`src/design/cfg_pkg.sv`:
```
// configuration byte decoder package: field layout, defaults, timing counts
// assumes nothing beyond a single 125 MHz clock domain
package cfg_pkg;

    // byte 0 field positions
    localparam int B0_HALT_WDG_RST = 7;
    localparam int B0_WDG_TYPE = 6;
    localparam int B0_RSVD_HI = 5;
    localparam int B0_RSVD_LO = 1;
    localparam int B0_RDP = 0;
    // byte 1 field positions
    localparam int B1_PKG = 7;
    localparam int B1_RST_DLY = 6;
    localparam int B1_CLK_SRC_HI = 5;
    localparam int B1_CLK_SRC_LO = 4;
    localparam int B1_RANGE_HI = 3;
    localparam int B1_RANGE_LO = 1;
    localparam int B1_DBL_OFF = 0;

    // erased flash reads as all ones
    localparam logic [7:0] ERASED_BYTE = 8'hff;
    // shipped defaults
    localparam logic [7:0] DEFAULT_BYTE0 = 8'he7;
    localparam logic [7:0] DEFAULT_BYTE1 = 8'h6f;

    // processor cycles of reset phase / halt-exit delay
    localparam logic [12:0] DELAY_LONG = 13'h1000;
    localparam logic [12:0] DELAY_SHORT = 13'h0100;

    // clock source codes
    localparam logic [1:0] SRC_RESONATOR = 2'h0;
    localparam logic [1:0] SRC_RESERVED = 2'h1;
    localparam logic [1:0] SRC_EXTERNAL = 2'h3;

    // range codes
    localparam logic [2:0] RANGE_1_2 = 3'h0;
    localparam logic [2:0] RANGE_2_4 = 3'h1;
    localparam logic [2:0] RANGE_4_8 = 3'h2;
    localparam logic [2:0] RANGE_8_16 = 3'h3;

    // pads per port
    localparam int PADS_PER_PORT = 8;

    // register map over the bus
    localparam logic [11:0] ADDR_BYTES = 12'h000;
    localparam logic [11:0] ADDR_DECODE = 12'h004;
    localparam logic [11:0] ADDR_STATUS = 12'h008;
    localparam logic [11:0] ADDR_CTRL = 12'h00c;
    localparam int CTRL_PROG_MODE = 0;
    localparam int CTRL_ERASE = 1;
    localparam int CTRL_WRITE = 2;

    typedef struct packed {
        logic halt_watchdog_reset_sel;
        logic watchdog_type_sel;
        logic readout_protect;
        logic package_sel;
        logic reset_delay_sel;
        logic [1:0] clock_source_type;
        logic [2:0] osc_range_sel;
        logic freq_doubler_off;
    } cfg_s;

    typedef enum logic [3:0] {
        ST_IDLE = 4'b0001,
        ST_WIPE = 4'b0010,
        ST_ERASE = 4'b0100,
        ST_DONE = 4'b1000
    } erase_e;

endpackage : cfg_pkg

```
`src/design/cfg_decode.sv`:
```
// decodes two raw configuration bytes into named settings
// assumes the bytes are already held stable by the caller
`timescale 1ns/100ps
module cfg_decode (
    input wire logic [7:0] i_byte0, // first configuration byte
    input wire logic [7:0] i_byte1, // second configuration byte
    output cfg_pkg::cfg_s o_cfg, // decoded fields
    output logic [12:0] o_delay, // reset / halt-exit cycles
    output logic o_src_reserved, // reserved source code chosen
    output logic o_is_resonator // resonator source chosen
);
    always_comb begin
        o_cfg.halt_watchdog_reset_sel = i_byte0[cfg_pkg::B0_HALT_WDG_RST];
        o_cfg.watchdog_type_sel = i_byte0[cfg_pkg::B0_WDG_TYPE];
        o_cfg.readout_protect = i_byte0[cfg_pkg::B0_RDP];
        o_cfg.package_sel = i_byte1[cfg_pkg::B1_PKG];
        o_cfg.reset_delay_sel = i_byte1[cfg_pkg::B1_RST_DLY];
        o_cfg.clock_source_type =
            i_byte1[cfg_pkg::B1_CLK_SRC_HI:cfg_pkg::B1_CLK_SRC_LO];
        o_cfg.osc_range_sel =
            i_byte1[cfg_pkg::B1_RANGE_HI:cfg_pkg::B1_RANGE_LO];
        o_cfg.freq_doubler_off = i_byte1[cfg_pkg::B1_DBL_OFF];
    end

    assign o_delay = i_byte1[cfg_pkg::B1_RST_DLY] ? cfg_pkg::DELAY_SHORT
                                                  : cfg_pkg::DELAY_LONG;
    assign o_is_resonator = (o_cfg.clock_source_type == cfg_pkg::SRC_RESONATOR);
    assign o_src_reserved = (o_cfg.clock_source_type == cfg_pkg::SRC_RESERVED)
        || (o_cfg.clock_source_type == 2'h2);
endmodule : cfg_decode

```
`src/design/option_byte_config_decode.sv`:
```
// configuration byte store, loader and decoder behind an AHB-Lite slave
// assumes one clock, synchronous active-low reset, pins on same clock
// Contract
// - byte0 bit7 set makes halt entry with an active watchdog reset the chip.
// - byte0 bit6 clear gives an always-on watchdog, set a software-enabled one.
// - byte0 bit0 clear turns on read-out and flash-write protection.
// - erasing the bytes while protected first wipes all user memory.
// - byte1 bit7 clear means the 32-pin package, set the 42/44-pin one.
// - unbonded pads leave reset as pulled-up inputs and software keeps them so.
// - byte1 bit6 gives 4096 cycles of reset and halt-exit delay when clear, 256 when set.
// - byte1 bits 5:4 choose resonator (00), reserved (01) or external source; the code flags 10 as reserved too, so only 11 is external.
// - byte1 bits 3:1 choose the 1-2, 2-4, 4-8 or 8-16 MHz range.
// - the bytes are reachable only in programming mode and erase to ff.
//
// Implementation choices: the address map and the AHB-Lite register port.
`timescale 1ns/100ps
module option_byte_config_decode (
    input wire logic i_mclk, // 125 MHz clock
    input wire logic i_rstn, // synchronous reset, active low
    input wire logic i_hsel, // slave select
    input wire logic [11:0] i_haddr, // byte address
    input wire logic [1:0] i_htrans, // transfer type
    input wire logic i_hwrite, // write strobe
    input wire logic [2:0] i_hsize, // transfer size
    input wire logic [31:0] i_hwdata, // write data
    input wire logic i_hready, // bus ready in
    input wire logic i_halt_entry, // core enters halt mode
    input wire logic i_watchdog_active, // watchdog running
    input wire logic [2:0] i_unbonded_port, // ports with unbonded pads
    output logic [31:0] o_hrdata, // read data
    output logic o_hreadyout, // slave ready
    output logic o_hresp, // response, always okay
    output cfg_pkg::cfg_s o_cfg, // held decoded settings
    output logic [12:0] o_reset_delay, // reset/halt-exit cycles
    output logic o_halt_reset_req, // reset request on halt entry
    output logic o_watchdog_hw_on, // watchdog forced on
    output logic o_protect_on, // read-out protection active
    output logic o_flash_write_block, // flash write blocked
    output logic o_user_mem_wipe, // user memory wipe strobe
    output logic o_pad_pullup_lock, // pull-ups held on unbonded pads
    output logic o_doubler_on, // frequency doubler enabled
    output logic o_src_reserved // reserved clock source code
);
    // ------------------------------------------------------------
    // storage and state
    // ------------------------------------------------------------
    logic [7:0] nv_byte0 = cfg_pkg::DEFAULT_BYTE0;
    logic [7:0] nv_byte1 = cfg_pkg::DEFAULT_BYTE1;
    logic prog_mode;
    logic [2:0] ctrl;
    cfg_pkg::erase_e state;
    cfg_pkg::cfg_s dec_cfg;
    logic [12:0] dec_delay;
    logic dec_src_res;
    logic dec_is_res;
    logic in_reset;

    // ------------------------------------------------------------
    // bus address phase
    // ------------------------------------------------------------
    logic ap_valid;
    logic dp_write;
    logic dp_read;
    logic [11:0] dp_addr;

    assign ap_valid = i_hsel && i_hready && i_htrans[1];

    always_ff @(posedge i_mclk) begin
        if (!i_rstn) begin
            dp_write <= 1'b0;
            dp_read <= 1'b0;
            dp_addr <= 12'h000;
        end else begin
            dp_write <= ap_valid && i_hwrite;
            dp_read <= ap_valid && !i_hwrite;
            if (ap_valid) begin
                dp_addr <= i_haddr;
            end
        end
    end

    assign o_hreadyout = 1'b1;
    assign o_hresp = 1'b0;

    // ------------------------------------------------------------
    // control register and programming mode
    // ------------------------------------------------------------
    logic wr_ctrl;
    logic wr_bytes;
    assign wr_ctrl = dp_write && (dp_addr == cfg_pkg::ADDR_CTRL);
    assign wr_bytes = dp_write && (dp_addr == cfg_pkg::ADDR_BYTES);

    always_ff @(posedge i_mclk) begin
        if (!i_rstn) begin
            prog_mode <= 1'b0;
        end else if (wr_ctrl) begin
            prog_mode <= i_hwdata[cfg_pkg::CTRL_PROG_MODE];
        end
    end

    // ------------------------------------------------------------
    // erase sequence: wipe user memory first when protected
    // ------------------------------------------------------------
    logic erase_req;
    assign erase_req = wr_ctrl && prog_mode
        && i_hwdata[cfg_pkg::CTRL_ERASE];

    always_ff @(posedge i_mclk) begin
        if (!i_rstn) begin
            state <= cfg_pkg::ST_IDLE;
        end else begin
            case (state)
                cfg_pkg::ST_IDLE: begin
                    if (erase_req) begin
                        state <= nv_byte0[cfg_pkg::B0_RDP]
                            ? cfg_pkg::ST_ERASE : cfg_pkg::ST_WIPE;
                    end
                end
                cfg_pkg::ST_WIPE: state <= cfg_pkg::ST_ERASE;
                cfg_pkg::ST_ERASE: state <= cfg_pkg::ST_DONE;
                cfg_pkg::ST_DONE: state <= cfg_pkg::ST_IDLE;
                default: state <= cfg_pkg::ST_IDLE;
            endcase
        end
    end

    always_ff @(posedge i_mclk) begin
        if (!i_rstn) begin
            o_user_mem_wipe <= 1'b0;
        end else begin
            o_user_mem_wipe <= (state == cfg_pkg::ST_WIPE);
        end
    end

    // ------------------------------------------------------------
    // non-volatile bytes, written only in programming mode
    // ------------------------------------------------------------
    // no reset: the bytes are non-volatile and must survive it, else a
    // programmed setting could never be sampled; power-up is the default
    always_ff @(posedge i_mclk) begin
        if (state == cfg_pkg::ST_ERASE) begin
            nv_byte0 <= cfg_pkg::ERASED_BYTE;
            nv_byte1 <= cfg_pkg::ERASED_BYTE;
        end else if (wr_bytes && prog_mode && state == cfg_pkg::ST_IDLE) begin
            nv_byte0 <= i_hwdata[7:0];
            nv_byte1 <= i_hwdata[15:8];
        end
    end

    // ------------------------------------------------------------
    // decode and capture on the first edge after reset release
    // ------------------------------------------------------------
    cfg_decode u_dec (
        .i_byte0(nv_byte0),
        .i_byte1(nv_byte1),
        .o_cfg(dec_cfg),
        .o_delay(dec_delay),
        .o_src_reserved(dec_src_res),
        .o_is_resonator(dec_is_res)
    );

    // capture on the first edge after release so the defaults are seen
    always_ff @(posedge i_mclk) begin
        if (!i_rstn) begin
            in_reset <= 1'b1;
        end else begin
            in_reset <= 1'b0;
        end
    end

    always_ff @(posedge i_mclk) begin
        if (!i_rstn) begin
            o_cfg <= '0;
            o_reset_delay <= cfg_pkg::DELAY_LONG;
            o_src_reserved <= 1'b0;
        end else if (in_reset) begin
            o_cfg <= dec_cfg;
            o_reset_delay <= dec_delay;
            o_src_reserved <= dec_src_res;
        end
    end

    // ------------------------------------------------------------
    // effects on watchdog, protection, clocks and pads
    // ------------------------------------------------------------
    always_ff @(posedge i_mclk) begin
        if (!i_rstn) begin
            o_halt_reset_req <= 1'b0;
            o_watchdog_hw_on <= 1'b0;
            o_protect_on <= 1'b0;
            o_flash_write_block <= 1'b0;
            o_doubler_on <= 1'b0;
            o_pad_pullup_lock <= 1'b1;
        end else if (!in_reset) begin
            o_halt_reset_req <= i_halt_entry && i_watchdog_active
                && o_cfg.halt_watchdog_reset_sel;
            o_watchdog_hw_on <= !o_cfg.watchdog_type_sel;
            o_protect_on <= !o_cfg.readout_protect;
            o_flash_write_block <= !o_cfg.readout_protect;
            o_doubler_on <= !o_cfg.freq_doubler_off;
            o_pad_pullup_lock <= |i_unbonded_port;
        end
    end

    // ------------------------------------------------------------
    // read data
    // ------------------------------------------------------------
    always_ff @(posedge i_mclk) begin
        if (!i_rstn) begin
            o_hrdata <= 32'h0000_0000;
        end else if (ap_valid && !i_hwrite) begin
            case (i_haddr)
                cfg_pkg::ADDR_BYTES: o_hrdata <= prog_mode
                    ? {16'h0000, nv_byte1, nv_byte0} : 32'h0000_0000;
                cfg_pkg::ADDR_DECODE: o_hrdata <= {21'h00_0000, o_cfg};
                cfg_pkg::ADDR_STATUS: o_hrdata <= {14'h0000, dec_is_res,
                    o_reset_delay, state};
                cfg_pkg::ADDR_CTRL: o_hrdata <= {31'h00000000, prog_mode};
                default: o_hrdata <= 32'h0000_0000;
            endcase
        end
    end
endmodule : option_byte_config_decode

```
`config.mk`:
```
export PLATFORM = sky130hd
export DESIGN_NAME = option_byte_config_decode
export DESIGN_NICKNAME = d
export VERILOG_FILES = /design/src/design/cfg_pkg.sv /design/src/design/cfg_decode.sv /design/src/design/option_byte_config_decode.sv
export SDC_FILE = /design/constraint.sdc
export NUM_CORES = 1
export LEC_CHECK = 0
export BUFFER_PORTS_ARGS = -buffer_cell sky130_fd_sc_hd__buf_2
export CORE_MARGIN = 2
export CORE_UTILIZATION = 52
export DETAILED_ROUTE_END_ITERATION = 16
export PLACE_DENSITY = 0.94
export SLEW_MARGIN = 20
export SYNTH_ARGS = -nofsm -noshare
export SYNTH_HDL_FRONTEND = slang
export SYNTH_SLANG_ARGS = --single-unit
```
`constraint.sdc`:
```
create_clock -name i_mclk -period 2.73 [get_ports i_mclk]
set_input_delay 0.4095 -clock i_mclk [delete_from_list [all_inputs] [get_ports i_mclk]]
set_output_delay 0.4095 -clock i_mclk [all_outputs]
set_load 0.01 [all_outputs]
```
# After elaboration in Yosys (flattened, before gate mapping)

Cells that the tools add are included.

Equal/unequal tests: 10
Reductions and logical operators: 21
Mux-type cells: 7

Operators by type and width:

| operator              | count |
|---|---|
| $pmux W18 S4          | 1 |
| $eq A12 B4 Y1 const B | 3 |
| $logic_not A12 Y1     | 2 |
| $mux W16              | 1 |
| $mux W13              | 1 |
| $eq A12 B3 Y1 const B | 1 |
| $logic_and A1 B1 Y1   | 12 |
| $pmux W4 S3           | 1 |
| $eq A4 B1 Y1 const B  | 1 |
| $eq A4 B2 Y1 const B  | 1 |
| $eq A4 B3 Y1 const B  | 1 |
| $logic_not A1 Y1      | 4 |
| $mux W4               | 1 |
| $mux W3               | 1 |
| $reduce_or A3 Y1      | 1 |
| $eq A2 B1 Y1 const B  | 1 |
| $eq A2 B2 Y1 const B  | 1 |
| $logic_not A2 Y1      | 1 |
| $ne A2 B2 Y1 const B  | 1 |
| $logic_or A1 B1 Y1    | 1 |
| $mux W1               | 1 |

Bits in registers: 98
Input bits: 59
Word-level logic and storage cells: 62

# Longest topological paths before layout

Word-level depth: 6
Depth in mapped cells: 5

# Modules after synthesis

From an unflattened synthesis, not the netlist that was laid out.

Cell total of the unflattened synthesis: 453
Area total of the unflattened synthesis: 3756.1 sq um

By module, submodules not included:

| module                    | instances | cells an instance | area an instance (sq um) |
|---|---|---|---|
| option_byte_config_decode | 1         | 425               | 3555.9 |
| cfg_decode                | 1         | 28                | 200.2 |

# Worst setup path after synthesis

No wires, ideal clock.

Path kind: input -> register
Start: input port i_haddr[9]
End: register o_hrdata[3]
Data arrival time: 1667 ps
Path slack: 988 ps
Stages on the path: 4
Path through: or4_1 > nor4b_1 > a2bb2oi_1 > o21ai_0

Word-level cells in the longest chain between the ends: 2

RTL lines:

| item                                        | RTL line                         | RTL |
|---|---|---|
| start, declared                             | option_byte_config_decode.sv:21  | `input wire logic [11:0] i_haddr,` |
| $eq A12 B4 Y1, or another cell as far along | option_byte_config_decode.sv:212 | `case (i_haddr)` |
| $pmux W18 S4 (*)                            | option_byte_config_decode.sv:212 |  |
| end signal, assigned                        | option_byte_config_decode.sv:213 | `cfg_pkg::ADDR_BYTES: o_hrdata <= prog_mode` |
| end signal, assigned                        | option_byte_config_decode.sv:215 | `cfg_pkg::ADDR_DECODE: o_hrdata <= {21'h00_0000, o_cfg};` |
| end signal, assigned                        | option_byte_config_decode.sv:216 | `cfg_pkg::ADDR_STATUS: o_hrdata <= {14'h0000, dec_is_res,` |
| end, declared                               | option_byte_config_decode.sv:30  | `output logic [31:0] o_hrdata,` |

Mark *: on every way between the ends. The rest lies on a longest branch, timed or not.
A chain may end at the register's enable or synchronous reset.

# Worst setup path after layout

Start: register prog_mode
End: register o_hrdata[3]

Word-level cells in the longest chain between the ends: 2

RTL lines:

| item                   | RTL line                         | RTL |
|---|---|---|
| start, declared        | option_byte_config_decode.sv:49  | `logic prog_mode;` |
| start signal, assigned | option_byte_config_decode.sv:97  | `prog_mode <= i_hwdata[cfg_pkg::CTRL_PROG_MODE];` |
| $mux W16               | option_byte_config_decode.sv:214 | `? {16'h0000, nv_byte1, nv_byte0} : 32'h0000_0000;` |
| $pmux W18 S4           | option_byte_config_decode.sv:212 |  |

No other way between the ends.

==> metrics.yaml <==
synth:
  synth_cells: 369
  synth_top_family_by_area: "simple AND/OR/NAND/NOR gates"
  synthSimpleGateAreaFrac_pct: 23.6
  synth_mux_area_share_pct: 8.07
  synth_fa_ha_area_share_pct: 0.404
  synth.distinct_cells: 42
  ys_seq_area_share_pct: 46.5
  yosysWarnings: 0
  ys_ff_latch: 72
  syn_area_per_cell_um2: 8.40
  async_reset_ff_share_pct: 0
  syn-cell-area_mm2: 0.00310
  synth_compound_area_share_pct: 11.3
  synth_xor_area_share_pct: 0
  synthFlopType: "dfxtp_1"
  synth_edf_count: 0
global_routing:
  grt_pass1_wl_um: 11600
  antenna_found_initial: 0
  grt.total_usage_pct: 23.4
  overflow: 0
  grt_pass1_vias: 2553
  grt_max_degree: 35
clocking:
  htreeDepth: 3
  cts.sinks: 72
  cts_buffer_depth: 2
  clk_latency_ns: 0.35
  ctsResizeCount: 0
  numCtsBuffers: 9
  cts_tree: "built"
  cts_hold_buf: 0
  cts-root-buf: "clkbuf_8"
  post-cts-setup-buffers: 0
  clk_pin_slew_ns: 0.07
timing:
  maxSlewHeadroom_pct: 48.4
  final_hold_viol_count: 0
  tightest_slew_ns: 0.774
  setup_violations: 0
  finalCriticalPeriod_ns: 1.87
  rsz0062_at_grt: "no"
  fin_hold_ws_ns: 0.295
  period_share_pct: 68.6
  fin_skew_ns: 0.00667
  setup_tns_ns: 0
  slew_violations: 0
  fmax_mhz: 534
route:
  routed-via-count: 2695
  drt-pass1-iter-count: 5
  drtIter0Drc: 201
  ant_nets: 0
  route.detailed.wl_per_inst_um: 14.0
  wl_um: 7280
  via_per_inst: 5.18
  drc: 0
min_path:
  min-delay-start: "i_hwrite"
  whs_path_depth: 2
  hp-class: "input port to register"
  hold_end: "dp_write"
floorplan:
  start_util_pct: 53.0
  pin_count: 125
  chipWidth_um: 81.2
  dieArea_mm2: 0.00660
  fp-row-count: 28
  core_mm2: 0.00585
  die_h_um: 81.2
finish:
  fin_util_pct: 62.5
  nFillCells: 468
  n_antenna_cell: 0
  final_cell_mix: "buf_2 (77), dfxtp_1 (72), nand2_1 (67), nor2_1 (56), a21oi_1 (28)"
  final_common_cell: "buf_2"
  syn2layout_area_growth_pct: 18.0
  drive_above_1_share_pct: 23.1
  nets: 500
pwr:
  p_comb_share_pct: 7.6
  p_per_area_mw_per_mm2: 624
  pwr-share-seq_pct: 49.0
  switching_share_pct: 23.0
  pwr-share-clk_pct: 43.4
  internal_power_mw: 1.76
  p_sw_mw: 0.525
  ir_drop_v: 0.000309
  p_leak_nw: 1.70
worst_setup_path:
  start_kind: "register"
  crit_arrival_ns: 2.14
  path_class: "register to register"
  timing.rr.start: "prog_mode"
  rr_endpoint: "o_hrdata[3]"
  r2r_slack_ns: 0.86
  worstRegToRegCells: 6
  cp_data_required_time_ns: 2.99
  critPathMaxFanout: 12
  critPathCaptureType: "register"
placed_design:
  portBuffers: 77
  gp_routability_congestion: 0.862
  dp_hpwl_um: 5400
status:
  status: "completed"
run:
  max_cap_violations: 0
## registers in the layout (all words and copies together), names as in the netlist, 2 cells and up
signal / count
o_hrdata: 18
state: 4
o_cfg: 10
nv_byte0: 8
dp_addr: 12
o_reset_delay: 2
nv_byte1: 8
## power groups by stage
stage	combinational, mW	sequential (mW)	clock (mW)
after floorplan	0.134	1.13	0
after global placement	0.163	1.14	0
after detailed placement	0.170	1.14	0
after CTS	0.172	1.12	0.998
after global routing	0.195	1.12	1.04
final	0.173	1.12	0.990
## worst max-delay path: stages, from the launching register on
cell and delay, ns:
dfxtp_1 0.33, buf_4 0.20, nor3b_1 0.23, buf_4 0.18, nor4b_1 0.46, a2bb2oi_1 0.18
o21ai_0 0.20
## area by class of cell
| class | instances | area (um^2) | share of cell area (%) |
|---|---|---|---|
| flip-flops and latches | 72 | 1440 | 39.4 |
| clock inverters | 6 | 108 | 2.94 |
| multi-input cells | 271 | 1450 | 39.7 |
| clock buffers | 10 | 128 | 3.49 |
| well taps | 75 | 93.8 | 2.56 |
| repair buffers | 81 | 415 | 11.4 |
| inverters | 5 | 18.8 | 0.513 |
## worst max path at each step
stage	slack, ns	start	endpoint	cells after the start
6_report	0.86	prog_mode	o_hrdata[3]	6
5_1_grt	0.70	prog_mode	o_hrdata[3]	6
4_1_cts	0.88	state[0]	nv_byte0[2]	4
3_5_place_dp	0.67	i_haddr[9]	o_hrdata[3]	5
3_3_place_gp	0.74	i_haddr[9]	o_hrdata[5]	5
2_1_floorplan	0.99	i_haddr[9]	o_hrdata[3]	4
## kinds of logic after synthesis
| logic type | Yosys count |
|---|---|
| AND/OR/NAND/NOR | 156 |
| flip-flops | 72 |
| multiplexers | 25 |
| adder cells (fa/ha/maj) | 1 |
| AO/OA/AOI/OAI | 62 |
| buffers and inverters | 51 |
| other | 2 |
## layer usage
| metal | up-vias | global-route usage (%) | wire [um] |
|---|---|---|---|
| met5 | - | 0 | 0 |
| met4 | 0 | 15.3 | 277 |
| met3 | 26 | 5.44 | 536 |
| met2 | 130 | 36.0 | 3310 |
| met1 | 1212 | 29.3 | 3160 |
| li1 | 1327 | - | - |
## synth_stat cells, drive strengths merged (3+ instances only)
master | instances | area share, %
nor2 | 56 | 6.8
nor3 | 3 | 0.48
a21oi | 28 | 4.5
nor4 | 4 | 1.8
nand2 | 68 | 8.5
buf | 30 | 7.4
inv | 4 | 0.48
o21ai | 21 | 3.4
a22oi | 4 | 0.97
or4 | 3 | 0.73
nand3 | 4 | 0.65
nor2b | 3 | 0.61
dfxtp | 72 | 46
or4b | 3 | 1.1
clkbuf | 16 | 1.9
a2bb2oi | 3 | 0.85
nor4b | 3 | 1.0
mux2i | 25 | 8.1
## through the flow
step / instances / setup WS (ns) / total power, mW / cell area, um^2
detailed placement: 504 / 0.670 / 1.31 / 3420
global placement: 504 / 0.736 / 1.30 / 3420
finish: 520 / 0.857 / 2.28 / 3660
global route: 520 / 0.700 / 2.36 / 3660
CTS: 520 / 0.880 / 2.29 / 3660
floorplan: 394 / 0.988 / 1.27 / 3190
No activity file was read; power rests on OpenSTA's default activity.
